## config.mk

```make
export PLATFORM = sky130hd
export DESIGN_NAME = usb_sie_status_control
export DESIGN_NICKNAME = d
export VERILOG_FILES = /design/src/include/usb_sie_pkg.sv /design/src/usb_stat_fifo.sv /design/src/usb_sie_status_control.sv
export VERILOG_INCLUDE_DIRS = /design/src /design/src/include
export SDC_FILE = /design/constraint.sdc
export NUM_CORES = 1
export LEC_CHECK = 0
export BUFFER_PORTS_ARGS = -buffer_cell sky130_fd_sc_hd__buf_2
export CAP_MARGIN = 5
export CORE_MARGIN = 5
export CORE_UTILIZATION = 30
export DETAILED_ROUTE_END_ITERATION = 12
export PLACE_DENSITY = 0.57
export SLEW_MARGIN = 10
export SYNTH_ARGS = -nofsm -noshare
export SYNTH_HDL_FRONTEND = slang
export SYNTH_HIERARCHICAL = 1
export SYNTH_SLANG_ARGS = --single-unit
```

## constraint.sdc

```tcl
create_clock -name sys_clk -period 2.1 [get_ports sys_clk]
set_input_delay 0.105 -clock sys_clk [delete_from_list [all_inputs] [get_ports sys_clk]]
set_output_delay 0.105 -clock sys_clk [all_outputs]
set_load 0.02 [all_outputs]
```

## src/include/usb_sie_defines.svh

```systemverilog
/*
 * register offsets, field positions, reset values and timing counts
 * for the usb serial interface engine status and control block.
 * assumes a 50 mhz sys_clk and a 32-bit apb register port.
 */
`ifndef USB_SIE_DEFINES_SVH
`define USB_SIE_DEFINES_SVH

// register byte offsets
`define OFS_ERROR_FLAGS 8'h00
`define OFS_XFER_STATUS 8'h04
`define OFS_CONTROL 8'h08
`define OFS_IRQ_FLAGS 8'h0c
`define OFS_TOKEN_CMD 8'h10

// error flag register fields
`define EF_PID_BIT 0
`define EF_CRC_EOF_BIT 1
`define EF_TURN_BIT 4
`define EF_DMA_BIT 5
`define EF_RESET 8'h00

// interrupt flag register field
`define IF_XFER_DONE_BIT 3

// transfer status fields
`define ST_EP_LSB 4
`define ST_DIR_BIT 3
`define ST_ODD_BIT 2

// control register fields
`define CT_JSTATE_BIT 7
`define CT_SE0_BIT 6
`define CT_PACKET_PROCESSING_DISABLE_BIT 5
`define CT_BUSRST_BIT 4
`define CT_HOST_CAPABILITY_ENABLE_BIT 3
`define CT_RESUME_BIT 2
`define CT_PPBRST_BIT 1
`define CT_USBEN_BIT 0
`define CT_RESET 8'h00

// timing
`define CLK_PERIOD_NS 20
`define TURN_BIT_TIMES 16
`define LS_EOP_NS 1333
`define LS_EOP_CYC ((`LS_EOP_NS + `CLK_PERIOD_NS - 1) / `CLK_PERIOD_NS)

`endif

```

## src/include/usb_sie_pkg.sv

```systemverilog
/*
 * types shared by the usb serial interface engine status block.
 * assumes nothing beyond the defines header.
 */
package usb_sie_pkg;

    // one transfer status entry
    typedef struct packed {
        logic [3:0] ep;
        logic dir;
        logic odd;
    } xfer_stat_t;

    // events and levels from the packet engine, same clock
    typedef struct packed {
        logic tok_crc_bad;
        logic pid_bad;
        logic dma_late;
        logic rx_trunc;
        logic sof_zero;
        logic link_busy;
        logic eop;
        logic await_resp;
        logic rx_start;
        logic bit_tick;
        logic setup_tok;
        logic tok_done;
        logic xfer_done;
        xfer_stat_t stat;
    } sie_evt_t;

    // controls back to the packet engine
    typedef struct packed {
        logic proc_en;
        logic tok_reject;
        logic tok_start;
        logic [7:0] tok_cmd;
        logic host_en;
        logic host_rst;
    } sie_ctl_t;

    // apb request and answer
    typedef struct packed {
        logic psel;
        logic penable;
        logic pwrite;
        logic [7:0] paddr;
        logic [31:0] pwdata;
    } apb_req_t;

    typedef struct packed {
        logic pready;
        logic pslverr;
        logic [31:0] prdata;
    } apb_rsp_t;

endpackage

```

## src/usb_stat_fifo.sv

```systemverilog
/*
 * small status fifo of flip-flops with registered full and empty.
 * assumes push is only given while not full, pop only while not empty.
 */
`timescale 1ns/1ps

module usb_stat_fifo #(
    parameter int WIDTH = 6,
    parameter int DEPTH = 4
) (
    input wire logic sys_clk,
    input wire logic rst_n,
    input wire logic push,
    input wire logic [WIDTH-1:0] din,
    input wire logic pop,
    output logic [WIDTH-1:0] head,
    output logic full,
    output logic empty
);
    localparam int AW = $clog2(DEPTH);

    typedef struct packed {
        logic [DEPTH-1:0][WIDTH-1:0] mem;
        logic [AW-1:0] rd;
        logic [AW-1:0] wr;
        logic [AW:0] cnt;
        logic full;
        logic empty;
    } fifo_st_t;

    fifo_st_t st_r;
    fifo_st_t st_nxt;
    logic [AW:0] cnt_n;

    // pointer and count update
    always_comb begin
        st_nxt = st_r;
        cnt_n = st_r.cnt;
        if (push) begin
            st_nxt.mem[st_r.wr] = din;
            st_nxt.wr = (st_r.wr == AW'(DEPTH - 1)) ? '0 : st_r.wr + 1'b1;
            cnt_n = cnt_n + 1'b1;
        end
        if (pop) begin
            st_nxt.rd = (st_r.rd == AW'(DEPTH - 1)) ? '0 : st_r.rd + 1'b1;
            cnt_n = cnt_n - 1'b1;
        end
        st_nxt.cnt = cnt_n;
        st_nxt.full = (cnt_n == (AW+1)'(DEPTH));
        st_nxt.empty = (cnt_n == '0);
    end

    always_ff @(posedge sys_clk) begin
        if (!rst_n) begin
            st_r <= '{default: '0, empty: 1'b1};
        end else begin
            st_r <= st_nxt;
        end
    end

    assign head = st_r.mem[st_r.rd];
    assign full = st_r.full;
    assign empty = st_r.empty;
endmodule

```

## src/usb_sie_status_control.sv

```systemverilog
/*
 * usb serial interface engine status and control registers:
 * error flags, transfer status fifo, live line state, packet disable,
 * token busy, host bus reset, host enable and resume signalling.
 * assumes a packet engine on sys_clk feeding sie_evt_t, the usb line
 * pins arriving asynchronously, and an apb master on sys_clk.
 */
`timescale 1ns/1ps
`include "usb_sie_defines.svh"

module usb_sie_status_control #(
    parameter int FIFO_DEPTH = 4,
    parameter int TURN_BITS = `TURN_BIT_TIMES
) (
    input wire logic sys_clk,
    input wire logic rst_n,
    input wire usb_sie_pkg::apb_req_t apb_req,
    output usb_sie_pkg::apb_rsp_t apb_rsp,
    input wire usb_sie_pkg::sie_evt_t sie_evt,
    output logic xfer_ready,
    output usb_sie_pkg::sie_ctl_t sie_ctl,
    input wire logic usb_dp_in,
    input wire logic usb_dm_in,
    output logic usb_dp_out,
    output logic usb_dm_out,
    output logic usb_oe_n
);
    import usb_sie_pkg::*;

    localparam int OCC_W = $clog2(FIFO_DEPTH) + 1;

    ////////////////////////////////////////////////////////////////////////
    // state

    typedef struct packed {
        apb_rsp_t rsp;
        sie_ctl_t ctl;
        logic [1:0] line_s1;
        logic [1:0] line_s2;
        logic [7:0] err;
        logic pkt_dis;
        logic bus_rst;
        logic host_en;
        logic resume;
        logic ppb_rst;
        logic usb_en;
        logic tok_busy;
        logic turn_armed;
        logic [4:0] turn_cnt;
        logic [6:0] eop_cnt;
        logic [OCC_W-1:0] occ;
        logic xfer_rdy;
        logic dp;
        logic dm;
        logic oe_n;
    } sie_st_t;

    sie_st_t st_r;
    sie_st_t st_nxt;

    logic fifo_full;
    logic fifo_empty;
    logic fifo_push;
    logic fifo_pop;
    logic [5:0] fifo_head;
    xfer_stat_t head;

    logic acc;
    logic wr;
    logic hit_err;
    logic hit_stat;
    logic hit_ctl;
    logic hit_irq;
    logic hit_tok;
    logic [7:0] wb;
    logic [7:0] ctl_rd;
    logic [7:0] stat_rd;

    ////////////////////////////////////////////////////////////////////////
    // status fifo

    assign fifo_push = sie_evt.xfer_done & ~fifo_full;

    usb_stat_fifo #(
        .WIDTH(6),
        .DEPTH(FIFO_DEPTH)
    ) u_stat_fifo (
        .sys_clk(sys_clk),
        .rst_n(rst_n),
        .push(fifo_push),
        .din(sie_evt.stat),
        .pop(fifo_pop),
        .head(fifo_head),
        .full(fifo_full),
        .empty(fifo_empty)
    );

    assign head = fifo_head;

    ////////////////////////////////////////////////////////////////////////
    // bus decode

    // access phase acknowledged at the edge where pready is seen high
    assign acc = apb_req.psel & apb_req.penable & st_r.rsp.pready;
    assign wr = acc & apb_req.pwrite;
    assign wb = apb_req.pwdata[7:0];
    assign hit_err = (apb_req.paddr == `OFS_ERROR_FLAGS);
    assign hit_stat = (apb_req.paddr == `OFS_XFER_STATUS);
    assign hit_ctl = (apb_req.paddr == `OFS_CONTROL);
    assign hit_irq = (apb_req.paddr == `OFS_IRQ_FLAGS);
    assign hit_tok = (apb_req.paddr == `OFS_TOKEN_CMD);

    // completion flag clear pops the fifo
    assign fifo_pop = wr & hit_irq & wb[`IF_XFER_DONE_BIT] & ~fifo_empty;

    // status word: endpoint, direction, bank
    always_comb begin
        stat_rd = '0;
        stat_rd[`ST_EP_LSB +: 4] = head.ep;
        stat_rd[`ST_DIR_BIT] = head.dir;
        stat_rd[`ST_ODD_BIT] = head.odd;
    end

    // control word with live line state and mode-shared bit 5
    always_comb begin
        ctl_rd = '0;
        ctl_rd[`CT_JSTATE_BIT] = (st_r.line_s2 == 2'h2);
        ctl_rd[`CT_SE0_BIT] = (st_r.line_s2 == 2'h0);
        ctl_rd[`CT_PACKET_PROCESSING_DISABLE_BIT] = st_r.host_en ? st_r.tok_busy : st_r.pkt_dis;
        ctl_rd[`CT_BUSRST_BIT] = st_r.bus_rst;
        ctl_rd[`CT_HOST_CAPABILITY_ENABLE_BIT] = st_r.host_en;
        ctl_rd[`CT_RESUME_BIT] = st_r.resume;
        ctl_rd[`CT_PPBRST_BIT] = st_r.ppb_rst;
        ctl_rd[`CT_USBEN_BIT] = st_r.usb_en;
    end

    ////////////////////////////////////////////////////////////////////////
    // next state

    always_comb begin
        st_nxt = st_r;

        // line pins through two flops
        // only the second stage is read, the first may still be settling
        st_nxt.line_s1 = {usb_dp_in, usb_dm_in};
        st_nxt.line_s2 = st_r.line_s1;

        // apb answer: one wait state, then pready for one cycle
        // read data is latched with pready so it stands at the edge the master samples
        st_nxt.rsp.pready = 1'b0;
        st_nxt.rsp.pslverr = 1'b0;
        st_nxt.rsp.prdata = '0;
        if (apb_req.psel && apb_req.penable && !st_r.rsp.pready) begin
            st_nxt.rsp.pready = 1'b1;
            if (hit_err) begin
                st_nxt.rsp.prdata = {24'h000000, st_r.err};
            end else if (hit_stat) begin
                st_nxt.rsp.prdata = {24'h000000, stat_rd};
            end else if (hit_ctl) begin
                st_nxt.rsp.prdata = {24'h000000, ctl_rd};
            end else if (hit_irq) begin
                st_nxt.rsp.prdata = 32'h00000000;
                st_nxt.rsp.prdata[`IF_XFER_DONE_BIT] = ~fifo_empty;
            end else if (hit_tok) begin
                st_nxt.rsp.prdata = {24'h000000, st_r.ctl.tok_cmd};
            end else begin
                st_nxt.rsp.pslverr = 1'b1;
            end
        end

        // pulses default low
        st_nxt.ctl.tok_start = 1'b0;
        st_nxt.ctl.tok_reject = 1'b0;
        st_nxt.ctl.host_rst = 1'b0;

        // error flags: write one to clear, hardware set wins
        // a new event in the clearing cycle survives, so no error is lost
        if (wr && hit_err) begin
            st_nxt.err = st_r.err & ~wb;
        end
        if (!st_r.host_en && sie_evt.tok_crc_bad) begin
            st_nxt.err[`EF_CRC_EOF_BIT] = 1'b1;
            st_nxt.ctl.tok_reject = 1'b1;
        end
        // end of frame error in host mode
        if (st_r.host_en && sie_evt.sof_zero && sie_evt.link_busy) begin
            st_nxt.err[`EF_CRC_EOF_BIT] = 1'b1;
        end
        if (sie_evt.pid_bad) begin
            st_nxt.err[`EF_PID_BIT] = 1'b1;
        end
        if (sie_evt.dma_late || sie_evt.rx_trunc) begin
            st_nxt.err[`EF_DMA_BIT] = 1'b1;
        end

        // bus turnaround idle count after eop
        // each eop restarts the count, so one late reply cannot leak into the next
        if (sie_evt.eop) begin
            st_nxt.turn_armed = sie_evt.await_resp;
            st_nxt.turn_cnt = '0;
        end else if (st_r.turn_armed) begin
            if (sie_evt.rx_start) begin
                st_nxt.turn_armed = 1'b0;
            end else if (sie_evt.bit_tick) begin
                if (st_r.turn_cnt == 5'(TURN_BITS)) begin
                    st_nxt.err[`EF_TURN_BIT] = 1'b1;
                    st_nxt.turn_armed = 1'b0;
                end else begin
                    st_nxt.turn_cnt = st_r.turn_cnt + 5'h01;
                end
            end
        end

        // control register write
        // bit 5 reads as token busy in host mode, so it is only stored in device mode
        if (wr && hit_ctl) begin
            st_nxt.bus_rst = wb[`CT_BUSRST_BIT];
            st_nxt.host_en = wb[`CT_HOST_CAPABILITY_ENABLE_BIT];
            st_nxt.resume = wb[`CT_RESUME_BIT];
            st_nxt.ppb_rst = wb[`CT_PPBRST_BIT];
            st_nxt.usb_en = wb[`CT_USBEN_BIT];
            if (!st_r.host_en) begin
                st_nxt.pkt_dis = wb[`CT_PACKET_PROCESSING_DISABLE_BIT];
            end
        end
        // setup token halts processing, set wins over clear
        if (!st_r.host_en && sie_evt.setup_tok) begin
            st_nxt.pkt_dis = 1'b1;
        end

        // token completion frees the token port
        if (sie_evt.tok_done) begin
            st_nxt.tok_busy = 1'b0;
        end
        // token command starts a host token
        if (wr && hit_tok && st_r.host_en && !st_r.tok_busy) begin
            st_nxt.ctl.tok_cmd = wb;
            st_nxt.ctl.tok_start = 1'b1;
            st_nxt.tok_busy = 1'b1;
        end

        // low-speed eop after resume ends in host mode
        // the counter keeps se0 on the line after the resume bit itself is gone
        if (st_r.eop_cnt != '0) begin
            st_nxt.eop_cnt = st_r.eop_cnt - 7'h01;
        end
        if (st_r.host_en && st_r.resume && !st_nxt.resume) begin
            st_nxt.eop_cnt = 7'(`LS_EOP_CYC);
        end

        // any host enable change resets host logic
        // a toggle drops any token in flight so the engine restarts clean
        if (st_nxt.host_en != st_r.host_en) begin
            st_nxt.ctl.host_rst = 1'b1;
            st_nxt.tok_busy = 1'b0;
            st_nxt.ctl.tok_start = 1'b0;
            st_nxt.eop_cnt = '0;
            st_nxt.turn_armed = 1'b0;
        end

        st_nxt.ctl.host_en = st_nxt.host_en;
        st_nxt.ctl.proc_en = st_nxt.usb_en & ~(st_nxt.pkt_dis & ~st_nxt.host_en);

        // occupancy mirror so the ready output comes straight from a flop
        if (fifo_push && !fifo_pop) begin
            st_nxt.occ = st_r.occ + 1'b1;
        end else if (fifo_pop && !fifo_push) begin
            st_nxt.occ = st_r.occ - 1'b1;
        end
        st_nxt.xfer_rdy = (st_nxt.occ != OCC_W'(FIFO_DEPTH));

        // line drive: bus reset, then resume k, then eop se0
        st_nxt.oe_n = 1'b1;
        st_nxt.dp = 1'b0;
        st_nxt.dm = 1'b0;
        if (st_nxt.host_en && st_nxt.bus_rst) begin
            st_nxt.oe_n = 1'b0;
        end else if (st_nxt.resume) begin
            st_nxt.oe_n = 1'b0;
            st_nxt.dm = 1'b1;
        end else if (st_nxt.eop_cnt != '0) begin
            st_nxt.oe_n = 1'b0;
        end
    end

    ////////////////////////////////////////////////////////////////////////
    // registers

    always_ff @(posedge sys_clk) begin
        if (!rst_n) begin
            st_r <= '{
                err: `EF_RESET,
                oe_n: 1'b1,
                xfer_rdy: 1'b1,
                line_s1: 2'h2,
                line_s2: 2'h2,
                default: '0
            };
        end else begin
            st_r <= st_nxt;
        end
    end

    ////////////////////////////////////////////////////////////////////////
    // outputs

    assign apb_rsp = st_r.rsp;
    assign sie_ctl = st_r.ctl;
    // engine may finish a transaction while an entry is free
    assign xfer_ready = st_r.xfer_rdy;
    assign usb_dp_out = st_r.dp;
    assign usb_dm_out = st_r.dm;
    assign usb_oe_n = st_r.oe_n;
endmodule

```

## Word level (Yosys, flattened, before mapping)

Cells that the tools add are included.

- Output and inout bits: 51
- Bits in registers: 118
- Word-level logic and storage cells: 175

- Magnitude comparators: 3
- Add/subtract/negate cells: 8
- Reduce and logical (&&, ||, !) cells: 39
- Eq/ne operators: 11
- Mux-type cells: 55
- Bitwise logic cells: 19

Operator list:

| kind | number |
|---|---|
| two-way mux 6 bit | 7 |
| two-way mux 8 bit | 5 |
| two-way mux 34 bit | 1 |
| two-way mux 1 bit | 27 |
| bitwise mux 24 bit | 1 |
| two-way mux 7 bit | 3 |
| logical AND 1 bit | 17 |
| equality test 8 x 4 -> 1 bit (second input constant) | 2 |
| nonzero test 7 bit | 2 |
| binary-select mux 6 bit (select 2 bit) | 1 |
| demux 6 bit (select 2 bit) | 1 |
| two-way mux 3 bit | 4 |
| two-way mux 5 bit | 2 |
| bitwise AND 1 bit | 9 |
| two-way mux 9 bit | 1 |
| bitwise AND 8 bit | 1 |
| equality test 8 x 3 -> 1 bit (second input constant) | 1 |
| equality test 8 x 5 -> 1 bit (second input constant) | 1 |
| logical NOT 8 bit | 1 |
| NOT 1 bit | 8 |
| NOT 8 bit | 1 |
| subtractor 7 x 1 -> 7 bit (second input constant) | 1 |
| adder 3 x 1 -> 3 bit (second input constant) | 2 |
| equality test 2 bit (second input constant) | 3 |
| 20 further kinds | 33 |

## Logic depth before layout (Yosys ltp)

Gate-level depths: netlist of run 1.

- Depth in word-level cells: 13
- Depth in mapped cells: 8
- Gate-level depth less buffers: 7

## By module

The synthesis of run 1 kept the hierarchy.

By module, submodules not included:

| module | times used | area an instance (um^2) | sequential area each (um^2) | cells each |
|---|---|---|---|---|
| usb_sie_status_control | 1 | 3070.4 | 1201.2 | 353 |
| usb_stat_fifo | 1 | 1562.7 | 660.6 | 163 |

## Worst setup path before layout of run 1

No wires, ideal clock.

- Path kind: register -> register
- Start: register u_stat_fifo.st_r (netlist bit u_stat_fifo/full)
- End: register u_stat_fifo.st_r (netlist bit u_stat_fifo/full)
- Stages on the path, launching flop included: 9
- Slack: 0.121 ns
- Data arrival time: 1.920 ns
- Setup time: 0.060 ns
- Data required time: 2.040 ns
- Buffers on the path: 1
- Period minus slack after synthesis: 1.979 ns
- Cell sequence: dfxtp_1 > nand2b_1 > inv_1 > buf_2 > xnor2_1 > ha_1 > nand2b_2 > mux4_2 > and3b_1

- Cells in the longest elaborated chain, start to end: 6

RTL lines:

| element | RTL line | RTL |
|---|---|---|
| start, declared | usb_stat_fifo.sv:31 | `fifo_st_t st_r;` |
| start signal, assigned | usb_stat_fifo.sv:57 | `st_r <= st_nxt;` |
| NOT 1 bit (*) | usb_sie_status_control.sv:82 | `assign fifo_push = sie_evt.xfer_done & ~fifo_full;` |
| bitwise AND 1 bit (*) | usb_sie_status_control.sv:82 |  |
| net fifo_push | usb_sie_status_control.sv:63 | `logic fifo_push;` |
| two-way mux 3 bit (*) | usb_stat_fifo.sv:39 | `if (push) begin` |
| subtractor 3 x 1 -> 3 bit | usb_stat_fifo.sv:46 | `cnt_n = cnt_n - 1'b1;` |
| two-way mux 3 bit (*) | usb_stat_fifo.sv:44 | `if (pop) begin` |
| equality test 3 bit (*) | usb_stat_fifo.sv:49 | `st_nxt.full = (cnt_n == (AW+1)'(DEPTH));` |

Mark *: on every way through the listed nets, which the timed path passes. The rest lies on a longest branch.
A chain may end at the register's enable or synchronous reset.

## Worst setup path in the final report of run 1

- Start: register st_r[9] (netlist bit)
- End: register st_r (netlist bit usb_oe_n)

- Cells in the longest elaborated chain, start to end: 8
- Elaborated cells on any way between the ends: 9
- Those cells by class: add/sub (1); mux (6); reduce/logical (2)

RTL lines:

| element | RTL line | RTL |
|---|---|---|
| start, declared | usb_sie_status_control.sv:58 | `sie_st_t st_r;` |
| start signal, assigned | usb_sie_status_control.sv:291 | `st_r <= '{` |
| start signal, assigned | usb_sie_status_control.sv:300 | `st_r <= st_nxt;` |
| subtractor 7 x 1 -> 7 bit / nonzero test 7 bit (equally long branches) | usb_sie_status_control.sv:245, usb_sie_status_control.sv:244 |  |
| two-way mux 7 bit (*) | usb_sie_status_control.sv:244 | `if (st_r.eop_cnt != '0) begin` |
| two-way mux 7 bit (*) | usb_sie_status_control.sv:247 | `if (st_r.host_en && st_r.resume && !st_nxt.resume) begin` |
| two-way mux 7 bit (*) | usb_sie_status_control.sv:253 | `if (st_nxt.host_en != st_r.host_en) begin` |
| nonzero test 7 bit (*) | usb_sie_status_control.sv:281 | `end else if (st_nxt.eop_cnt != '0) begin` |
| two-way mux 1 bit (*) | usb_sie_status_control.sv:281 |  |
| two-way mux 1 bit (*) | usb_sie_status_control.sv:278 | `end else if (st_nxt.resume) begin` |
| two-way mux 1 bit (*) | usb_sie_status_control.sv:276 | `if (st_nxt.host_en && st_nxt.bus_rst) begin` |

Every way passes the cells marked *; elsewhere a longest branch is shown, timed or not.

==> impl_metrics.env, run 1 <==
export IMPL_initial_core_util=0.3048
export IMPL_synthDistinctLibCells=62
export IMPL_slew_violations=0
export IMPL_netlist_top_cell_by_area="dfxtp_1"
export IMPL_fillers=1582
export IMPL_synth_async_sr_flop_share=0
export IMPL_worstHoldStart="sie_evt[11]"
export IMPL_min_to="st_r[19]"
export IMPL_syn_to_final_growth_pct=15.12
export IMPL_reg2reg_from="st_r[9]"
export IMPL_post_route_period_util=0.9549
export IMPL_irDropWorstVdd_mv=0.4011
export IMPL_seqCellArea_sq_mm=0.001862
export IMPL_cts_sinks=93
export IMPL_crit_required_ps=2350
export IMPL_ys_ff_latch=93
export IMPL_htreeDepth=3
export IMPL_grt_pass1_vias=3542
export IMPL_grt_overflow=0
export IMPL_gp_congestion=0.7889
export IMPL_slowest_stage="or4_1"
export IMPL_yosys_top_cells_area="dfxtp_1 40%, buf_4 7.8%, nand2_1 5.2%, mux2i_1 4.3%, a21boi_0 3.9%"
export IMPL_first_pass_iters=5
export IMPL_grt_first_pass_wirelength_mm=17.78
export IMPL_place_inst=743
export IMPL_path_class="reg2reg"
export IMPL_worstSetupEndpointType="flip-flop"
export IMPL_setup_viol=0
export IMPL_multiInputGateArea_sq_mm=0.002340
export IMPL_worstHoldPathCells=3
export IMPL_die_h_microns=134.3
export IMPL_clk_pin_slew_ps=60
export IMPL_vias=3658
export IMPL_synth_edf_count=0
export IMPL_drv_cap=0
export IMPL_crit_fanout=5
export IMPL_place_hpwl_mm=8.331
export IMPL_synth_sequential_area_ratio=0.4018
export IMPL_path_cells="or4_1, or4b_1, o311ai_0, a31oi_1, o31ai_1"
export IMPL_powerDensity_mw_per_mm2=841.5
export IMPL_relSlewSlack=0.4666
export IMPL_fp_dieW_microns=134.3
export IMPL_rows=45
export IMPL_synthFlopType="dfxtp_1"
export IMPL_syn_area_sq_mm=0.004633
export IMPL_clk_latency_ps=340
export IMPL_tritoncts="built"
export IMPL_status="complete, no violations"
export IMPL_period_needed_ps=2005
export IMPL_final_hold_violation_count=0
export IMPL_reg2reg_depth=5
export IMPL_fin_nets=650
export IMPL_r2r_end="usb_oe_n"
export IMPL_track_usage=0.1222
export IMPL_drive_gt1_frac=0.2014
export IMPL_avgRoutedWirePerCell_microns=14.55
export IMPL_hp_class="in2reg"
export IMPL_synth_common_cells="93 x dfxtp_1, 64 x nand2_1, 48 x buf_4"
export IMPL_tightest_slew_ps=799.3
export IMPL_pin_count=117
export IMPL_grt_max_degree=33
export IMPL_drc=0
export IMPL_first_iter_violations=251
export IMPL_syn_mean_instance_area_sq_um=8.979
export IMPL_diodes=0
export IMPL_fmax_ghz=0.4987
export IMPL_finish_utilization=0.3509
export IMPL_yosysMostFrequentCell="dfxtp_1"
export IMPL_dieArea_sq_mm=0.01803
export IMPL_crit_path_start_kind="flip-flop"
export IMPL_coreArea_sq_mm=0.01520
export IMPL_drtAntennaViolNets=0
export IMPL_io_buffers=67
export IMPL_stdcell_count=764
export IMPL_synth_cells=516
export IMPL_root_buffer="clkbuf_16"
export IMPL_clock_skew_final_ps=5.018
export IMPL_leakage_nw=2.212
export IMPL_yosys_warnings=6
export IMPL_arrival_ps=2250
export IMPL_rsz0062_at_grt="false"
export IMPL_r2r_setup_slack_ps=90
export IMPL_viasPerCell=4.788
export IMPL_routed_wl_mm=11.12
export IMPL_setup_tns_ps=0
export IMPL_antenna_found_initial=0
export IMPL_crit_path_max_incr_delay_ps=590
export IMPL_cts_made_buffers=9
export IMPL_synth_top_area_share=0.4018
export IMPL_clk_path_buf_depth=2
export IMPL_cts_repair_resized=0
power breakdown:
part / switching (mW) / leakage (nW) / internal, mW / total, mW
Combinational: 0.464 / 1.30 / 0.354 / 0.818
Clock: 0.662 / 0.152 / 1.02 / 1.68
Sequential: 0.110 / 0.757 / 1.88 / 1.99
Total: 1.24 / 2.21 / 3.25 / 4.49
layout by cell type (no fill, tap or decap), drive strengths merged, types with 7 or more instances in the layout:
cell,netlist,layout
conb,1,25
a21oi,19,19
nor3,15,15
inv,17,17
nand2b,10,10
nand3,30,30
mux4,7,7
a21boi,24,24
mux2i,20,20
xnor2,7,7
buf,58,85
nor2,39,39
nand2,65,65
clkbuf,12,13
dfxtp,93,93
o21ai,8,8
ha,13,13
routing by layer:
layer	wire [microns]	vias to the layer above	track usage
met4	131	0	0.03507
met2	5300	93	0.1964
met3	606	14	0.03338
met5	0	-	0
met1	5078	1717	0.1615
li1	-	1834	-
sequential cells by signal, summed over array words and instances (netlist names):
| signal | cells |
|---|---|
| st_r | 28 |
| u_stat_fifo/empty | 1 |
| xfer_ready | 1 |
| ctl_rd | 5 |
| u_stat_fifo/full | 1 |
| usb_dm_out | 1 |
| apb_rsp | 10 |
| usb_oe_n | 1 |
| u_stat_fifo/st_r | 31 |
| sie_ctl | 12 |
| st_nxt | 2 |
cell type report:
cell class | count | area share
Clock buffer | 13 | 0.05067
Clock inverter | 3 | 0.007976
Inverter | 17 | 0.01196
Sequential cell | 93 | 0.3491
Tap cell | 188 | 0.04410
Timing Repair Buffer | 90 | 0.09758
Multi-Input combinational cell | 360 | 0.4387
worst max path at each step:
stage / start / endpoint / slack, ps / depth (start not counted)
after floorplan: u_stat_fifo/full / u_stat_fifo/full / 120 / 8
after CTS: st_r[9] / usb_oe_n / 80 / 5
after detailed placement: apb_req[37] / xfer_ready / 60 / 7
after global placement: apb_req[37] / xfer_ready / 90 / 7
final: st_r[9] / usb_oe_n / 90 / 5
after global routing: st_r[9] / usb_oe_n / 6 / 5
timing repair:
action	4_1_cts	5_1_grt
hold endpoints to repair	5	0
setup buffers	0	0
endpoints found under the setup margin	0	1
hold buffers	5	0
logic make-up (layout without fill, tap and decap cells):
group | Yosys count | in the layout | share of synthesized area
AO/OA/AOI/OAI | 81 | 81 | 0.1202
XOR/XNOR | 13 | 13 | 0.02781
adder cells (fa/ha/maj) | 13 | 13 | 0.03511
buffers and inverters | 87 | 123 | 0.1126
flip-flops | 93 | 93 | 0.4018
multiplexers | 27 | 27 | 0.07723
other | 1 | 25 | 0.0008094
AND/OR/NAND/NOR | 201 | 201 | 0.2244
metrics by stage:
stage	hold slack, ps	area (sq um)	power (mW)	setup slack, ps
floorplan	192.0	4723	2.657	120.6
global placement	289.0	4971	2.801	90.60
detailed placement	290.9	4971	2.841	56.62
CTS	22.41	5334	4.538	82.05
global route	20.44	5334	4.714	5.751
finish	31.29	5334	4.489	94.64
critical path, delay by kind of cell (launching register included):
kind / cells / cell delay (ps)
AO/OA/AOI/OAI: 3 / 500
flip-flops: 1 / 350
AND/OR/NAND/NOR: 2 / 1070
Power figures use the tool's default switching activity.
==> inputs of run 2 (changes only) <==
--- a/config.mk
+++ b/config.mk
@@ -15,5 +15,4 @@
 export SLEW_MARGIN = 10
 export SYNTH_ARGS = -nofsm -noshare
 export SYNTH_HDL_FRONTEND = slang
-export SYNTH_HIERARCHICAL = 1
 export SYNTH_SLANG_ARGS = --single-unit
==> impl_metrics.env, run 2 <==
export IMPL_final_hold_violation_count=0
export IMPL_period_needed_ps=1904
export IMPL_place_hpwl_mm=8.639
export IMPL_crit_required_ps=2330
export IMPL_clk_latency_ps=350
export IMPL_synthFlopType="dfxtp_1"
export IMPL_dieArea_sq_mm=0.01774
export IMPL_gp_congestion=0.8254
export IMPL_largest_register="u_stat_fifo.st_r"
export IMPL_leakage_nw=2.137
export IMPL_synth_cells=523
export IMPL_relSlewSlack=0.6153
export IMPL_min_to="st_r[32]"
export IMPL_antenna_found_initial=0
export IMPL_rsz0062_at_grt="false"
export IMPL_layout_commonest_cell="dfxtp_1"
export IMPL_clock_skew_final_ps=7.857
export IMPL_critPathBufInv=1
export IMPL_vias=3727
export IMPL_setup_tns_ps=0
export IMPL_tightest_slew_ps=576.3
export IMPL_irDropWorstVdd_mv=0.4169
export IMPL_r2r_setup_slack_ps=200
export IMPL_yosys_warnings=0
export IMPL_avgRoutedWirePerCell_microns=14.98
export IMPL_worstSetupEndpointType="flip-flop"
export IMPL_crit_path_start_kind="flip-flop"
export IMPL_reg2reg_depth=7
export IMPL_syn_to_final_growth_pct=14.98
export IMPL_worstHoldStart="sie_evt[16]"
export IMPL_syn_area_sq_mm=0.004552
export IMPL_grt_max_degree=34
export IMPL_path_class="reg2reg"
export IMPL_yosysMostFrequentCell="dfxtp_1"
export IMPL_place_area_sq_mm=0.004871
export IMPL_first_iter_violations=282
export IMPL_grt_overflow=0
export IMPL_crit_fanout=6
export IMPL_grt_pass1_vias=3754
export IMPL_cp_top_family="simple AND/OR/NAND/NOR gates"
export IMPL_synth_top_area_share=0.4090
export IMPL_coreArea_sq_mm=0.01503
export IMPL_fp_dieW_microns=133.2
export IMPL_grt_util_met3=0.04192
export IMPL_viasPerCell=4.866
export IMPL_finalPower_mw=4.579
export IMPL_preCtsSetupSlack_ps=224.6
export IMPL_slowest_stage="dfxtp_1"
export IMPL_fmax_ghz=0.5252
export IMPL_r2r_end="u_stat_fifo.empty"
export IMPL_synth_async_sr_flop_share=0
export IMPL_powerDensity_mw_per_mm2=874.9
export IMPL_path_cells="nand2b_1, xnor2_1, inv_1, ha_1, and3_1, a31oi_1, a21oi_1"
export IMPL_pin_count=117
export IMPL_whs_ps=16.81
export IMPL_clk_pin_slew_ps=60
export IMPL_yosys_top_cells_area="dfxtp_1 41%, buf_4 8.4%, a21oi_1 6.2%, nand2_1 6.0%, ha_1 3.6%"
export IMPL_worstHoldPathCells=3
export IMPL_diodes=0
export IMPL_synth_edf_count=0
export IMPL_fin_nets=652
export IMPL_initial_core_util=0.3028
export IMPL_grtUsageMet1=0.1568
export IMPL_io_buffers=67
export IMPL_grt_first_pass_wirelength_mm=19.00
export IMPL_die_h_microns=133.2
export IMPL_grt_busiest_layer="met2"
export IMPL_htreeDepth=3
export IMPL_fin_ws_ps=196.1
export IMPL_synth_common_cells="93 x dfxtp_1, 73 x nand2_1, 56 x a21oi_1"
export IMPL_first_pass_iters=5
export IMPL_largest_reg_flops=31
export IMPL_arrival_ps=2130
export IMPL_synth_sequential_area_ratio=0.4090
export IMPL_root_buffer="clkbuf_16"
export IMPL_drtAntennaViolNets=0
export IMPL_track_usage=0.1323
export IMPL_cts_setup_buffers=0
export IMPL_setup_viol=0
export IMPL_tritoncts="built"
export IMPL_netlist_top_cell_by_area="dfxtp_1"
export IMPL_synthDistinctLibCells=56
export IMPL_routed_wl_mm=11.48
export IMPL_design_area_sq_mm=0.005234
export IMPL_rows=45
export IMPL_drv_cap=0
export IMPL_clk_path_buf_depth=2
export IMPL_ys_ff_latch=93
export IMPL_slew_violations=0
export IMPL_reg2reg_from="u_stat_fifo.full"
export IMPL_drive_gt1_frac=0.2059
export IMPL_post_route_period_util=0.9066
export IMPL_final_cell_mix="93 x dfxtp_1, 73 x nand2_1, 67 x buf_2"
export IMPL_hp_class="in2reg"
export IMPL_drc=0
export IMPL_syn_mean_instance_area_sq_um=8.703
export IMPL_crit_path_max_incr_delay_ps=330
export IMPL_cts_sinks=93
export IMPL_cts_made_buffers=9
export IMPL_status="complete, no violations"
export IMPL_gr_usage_met2=0.2266
==> run 2: changes by cell type in the layout (fill, tap and decap cells not counted), sizes merged, moves of 5 or more <==
cell,delta
and3,+5
mux2i,-7
and4,+5
nand2,+8
a21boi,-24
a21oi,+37
==> run 2: power breakdown <==
part | total, mW | switching (mW) | internal [mW] | leakage (nW)
sequential | 1.99 | 0.109 | 1.88 | 0.757
clock | 1.70 | 0.678 | 1.02 | 0.152
combinational | 0.893 | 0.498 | 0.395 | 1.23
==> run 2: logic make-up after synthesis <==
family	synth area share
and+or+nand+nor	0.2350
DFF	0.4090
AOI/OAI and AO/OA	0.1138
buffers and inverters	0.1154
muxes	0.06322
xor gates and xnor gates	0.02694
adders and majority gates	0.03573
other	0.0008238
==> run 2: stage by stage <==
step	util	std cells
finish	0.3481	766
global route	0.3481	766
CTS	0.3481	766
detailed placement	0.3240	745
global placement	0.3240	745
floorplan	-	547
==> run 2: timing repair <==
item | in CTS | in global routing
hold endpoints to repair | 5 | 0
resized for setup | 0 | 0
hold buffers | 5 | 0
==> run 2: worst max-delay path by stage <==
stage                     start                end  slack [ps]  cells after the start
3_3_place_gp   u_stat_fifo.full  u_stat_fifo.empty         300                      7
3_5_place_dp   u_stat_fifo.full  u_stat_fifo.empty         220                      7
6_report       u_stat_fifo.full  u_stat_fifo.empty         200                      7
4_1_cts        u_stat_fifo.full  u_stat_fifo.empty         200                      7
2_1_floorplan  u_stat_fifo.full  u_stat_fifo.empty         420                      8
5_1_grt        u_stat_fifo.full  u_stat_fifo.empty          70                      7
==> run 2: per-layer routing <==
metal,vias to the layer above,part of all wire
met3,21,0.056
met2,80,0.50
met5,-,0
li1,1837,-
met1,1789,0.42
met4,0,0.021
==> run 2: worst reg2reg max path: cells and delay by family (launching register included) <==
family                     cells  cell delay, ps
buffers and inverters          1             110
AOI/OAI and AO/OA              2             320
and+or+nand+nor                2             420
xor gates and xnor gates       1             320
DFF                            1             330
adders and majority gates      1             290
==> run 2: layout make-up <==
type	count	area, sq um
clock inverter	3	42.54
clock buffer	13	270.3
fill	1581	9799
timing repair buffer	86	503.0
tap	188	235.2
multi-input combinational	366	2257
sequential	93	1862
inverter	17	63.81
==> inputs of run 3 (changes only) <==
--- a/config.mk
+++ b/config.mk
@@ -12,6 +12,7 @@
 export CORE_UTILIZATION = 30
 export DETAILED_ROUTE_END_ITERATION = 12
 export PLACE_DENSITY = 0.57
+export SETUP_SLACK_MARGIN = 0.3
 export SLEW_MARGIN = 10
 export SYNTH_ARGS = -nofsm -noshare
 export SYNTH_HDL_FRONTEND = slang
==> impl_metrics.env, run 3 (synthesized netlist as in run 2, its figures left out) <==
export IMPL_powerDensity_mw_per_mm2=867.4
export IMPL_leakage_nw=2.152
export IMPL_htreeDepth=3
export IMPL_hp_class="in2reg"
export IMPL_grt_max_degree=34
export IMPL_drtAntennaViolNets=0
export IMPL_fmax_ghz=0.5994
export IMPL_first_iter_violations=281
export IMPL_die_h_microns=133.2
export IMPL_cp_top_family="simple AND/OR/NAND/NOR gates"
export IMPL_slew_violations=0
export IMPL_path_class="reg2reg"
export IMPL_antenna_found_initial=0
export IMPL_io_buffers=67
export IMPL_setup_tns_ps=0
export IMPL_path_cells="nor4_4, nand3_1, mux2_2, a31oi_1, nor3_1"
export IMPL_layout_commonest_cell="dfxtp_1"
export IMPL_crit_path_start_kind="flip-flop"
export IMPL_fin_nets=653
export IMPL_relSlewSlack=0.6150
export IMPL_slowest_stage="dfxtp_1"
export IMPL_root_buffer="clkbuf_16"
export IMPL_pin_count=117
export IMPL_syn_to_final_growth_pct=16.49
export IMPL_cts_sinks=93
export IMPL_grt_first_pass_wirelength_mm=19.00
export IMPL_rows=45
export IMPL_setup_viol=0
export IMPL_vias=3728
export IMPL_largest_reg_flops=31
export IMPL_tritoncts="built"
export IMPL_coreArea_sq_mm=0.01503
export IMPL_place_hpwl_mm=8.639
export IMPL_cts_made_buffers=9
export IMPL_dieArea_sq_mm=0.01774
export IMPL_crit_fanout=7
export IMPL_arrival_ps=1920
export IMPL_final_hold_violation_count=0
export IMPL_initial_core_util=0.3028
export IMPL_crit_required_ps=2360
export IMPL_multiInputGateArea_sq_mm=0.002317
export IMPL_clk_pin_slew_ps=70
export IMPL_seqCellArea_sq_mm=0.001863
export IMPL_drc=0
export IMPL_crit_path_max_incr_delay_ps=400
export IMPL_irDropWorstVdd_mv=0.4171
export IMPL_fillers=1572
export IMPL_final_cell_mix="92 x dfxtp_1, 73 x nand2_1, 67 x buf_2"
export IMPL_place_area_sq_mm=0.004871
export IMPL_tightest_slew_ps=576.7
export IMPL_critPathBufInv=0
export IMPL_status="complete, no violations"
export IMPL_gp_congestion=0.8254
export IMPL_clk_latency_ps=350
export IMPL_period_needed_ps=1668
export IMPL_fp_dieW_microns=133.2
export IMPL_rsz0062_at_grt="false"
export IMPL_avgRoutedWirePerCell_microns=15.03
export IMPL_drv_cap=0
export IMPL_diodes=0
export IMPL_post_route_period_util=0.7945
export IMPL_drive_gt1_frac=0.2228
export IMPL_viasPerCell=4.860
export IMPL_routed_wl_mm=11.53
export IMPL_clk_path_buf_depth=2
export IMPL_grt_pass1_vias=3756
export IMPL_grt_overflow=0
export IMPL_first_pass_iters=4
export IMPL_worstSetupEndpointType="flip-flop"
export IMPL_clock_skew_final_ps=9.100
export IMPL_largest_register="u_stat_fifo.st_r"
export IMPL_track_usage=0.1322
export IMPL_design_area_sq_mm=0.005303
[run 3: final timing paths]
| check | startpoint | to | slack [ps] | cells past startpoint |
|---|---|---|---|---|
| worst max-delay path | st_r[9] | usb_oe_n | 430 | 5 |
| worst min-delay path | sie_evt[16] | st_r[32] | 20 | 3 |
| worst max register to register | st_r[9] | usb_oe_n | 430 | 5 |
| worst min register to register | st_nxt[36] | st_r[36] | 430 | 1 |
[run 3: final cells by class]
| type | instances | share of cell area |
|---|---|---|
| Inverter | 17 | 0.01203 |
| Sequential cell | 93 | 0.3513 |
| Clock inverter | 3 | 0.008023 |
| Multi-Input combinational cell | 366 | 0.4370 |
| Timing Repair Buffer | 87 | 0.09627 |
| Clock buffer | 13 | 0.05097 |
| Tap cell | 188 | 0.04436 |
[run 3: layer usage]
layer,GRT usage,wire length [microns]
met1,0.1569,4852
met2,0.2260,5765
met3,0.04192,657
met4,0.04514,253
met5,0,0
[run 3: metrics by stage]
step	hold WS (ps)	std cells	setup slack (ps)	total power [mW]	util
final	16.72	767	431.6	4.599	0.3527
after global routing	27.89	767	305.5	4.839	0.3527
after CTS	1.902	766	303.4	4.623	0.3488
after detailed placement	311.2	745	224.6	2.905	0.3240
after global placement	303.6	745	303.8	2.867	0.3240
after floorplan	192.0	547	423.4	2.714	-
[run 3: power breakdown]
group	switching, mW	internal [mW]	total (mW)
sequential	0.111	1.88	1.99
clock	0.682	1.02	1.70
combinational	0.503	0.405	0.908
total	1.30	3.30	4.60
[run 3: worst min-delay path: stages]
cell,delay [ps]
buf_2,80
nor2_1,40
a21oi_1,100
[run 3: repair_timing]
| item | CTS | global route |
|---|---|---|
| buffers inserted | 0 | 1 |
| hold buffers | 5 | 0 |
| pin swaps | 0 | 2 |
| hold endpoints to repair | 5 | 0 |
| endpoints found under the setup margin | 2 | 8 |
| gates resized for setup | 2 | 11 |
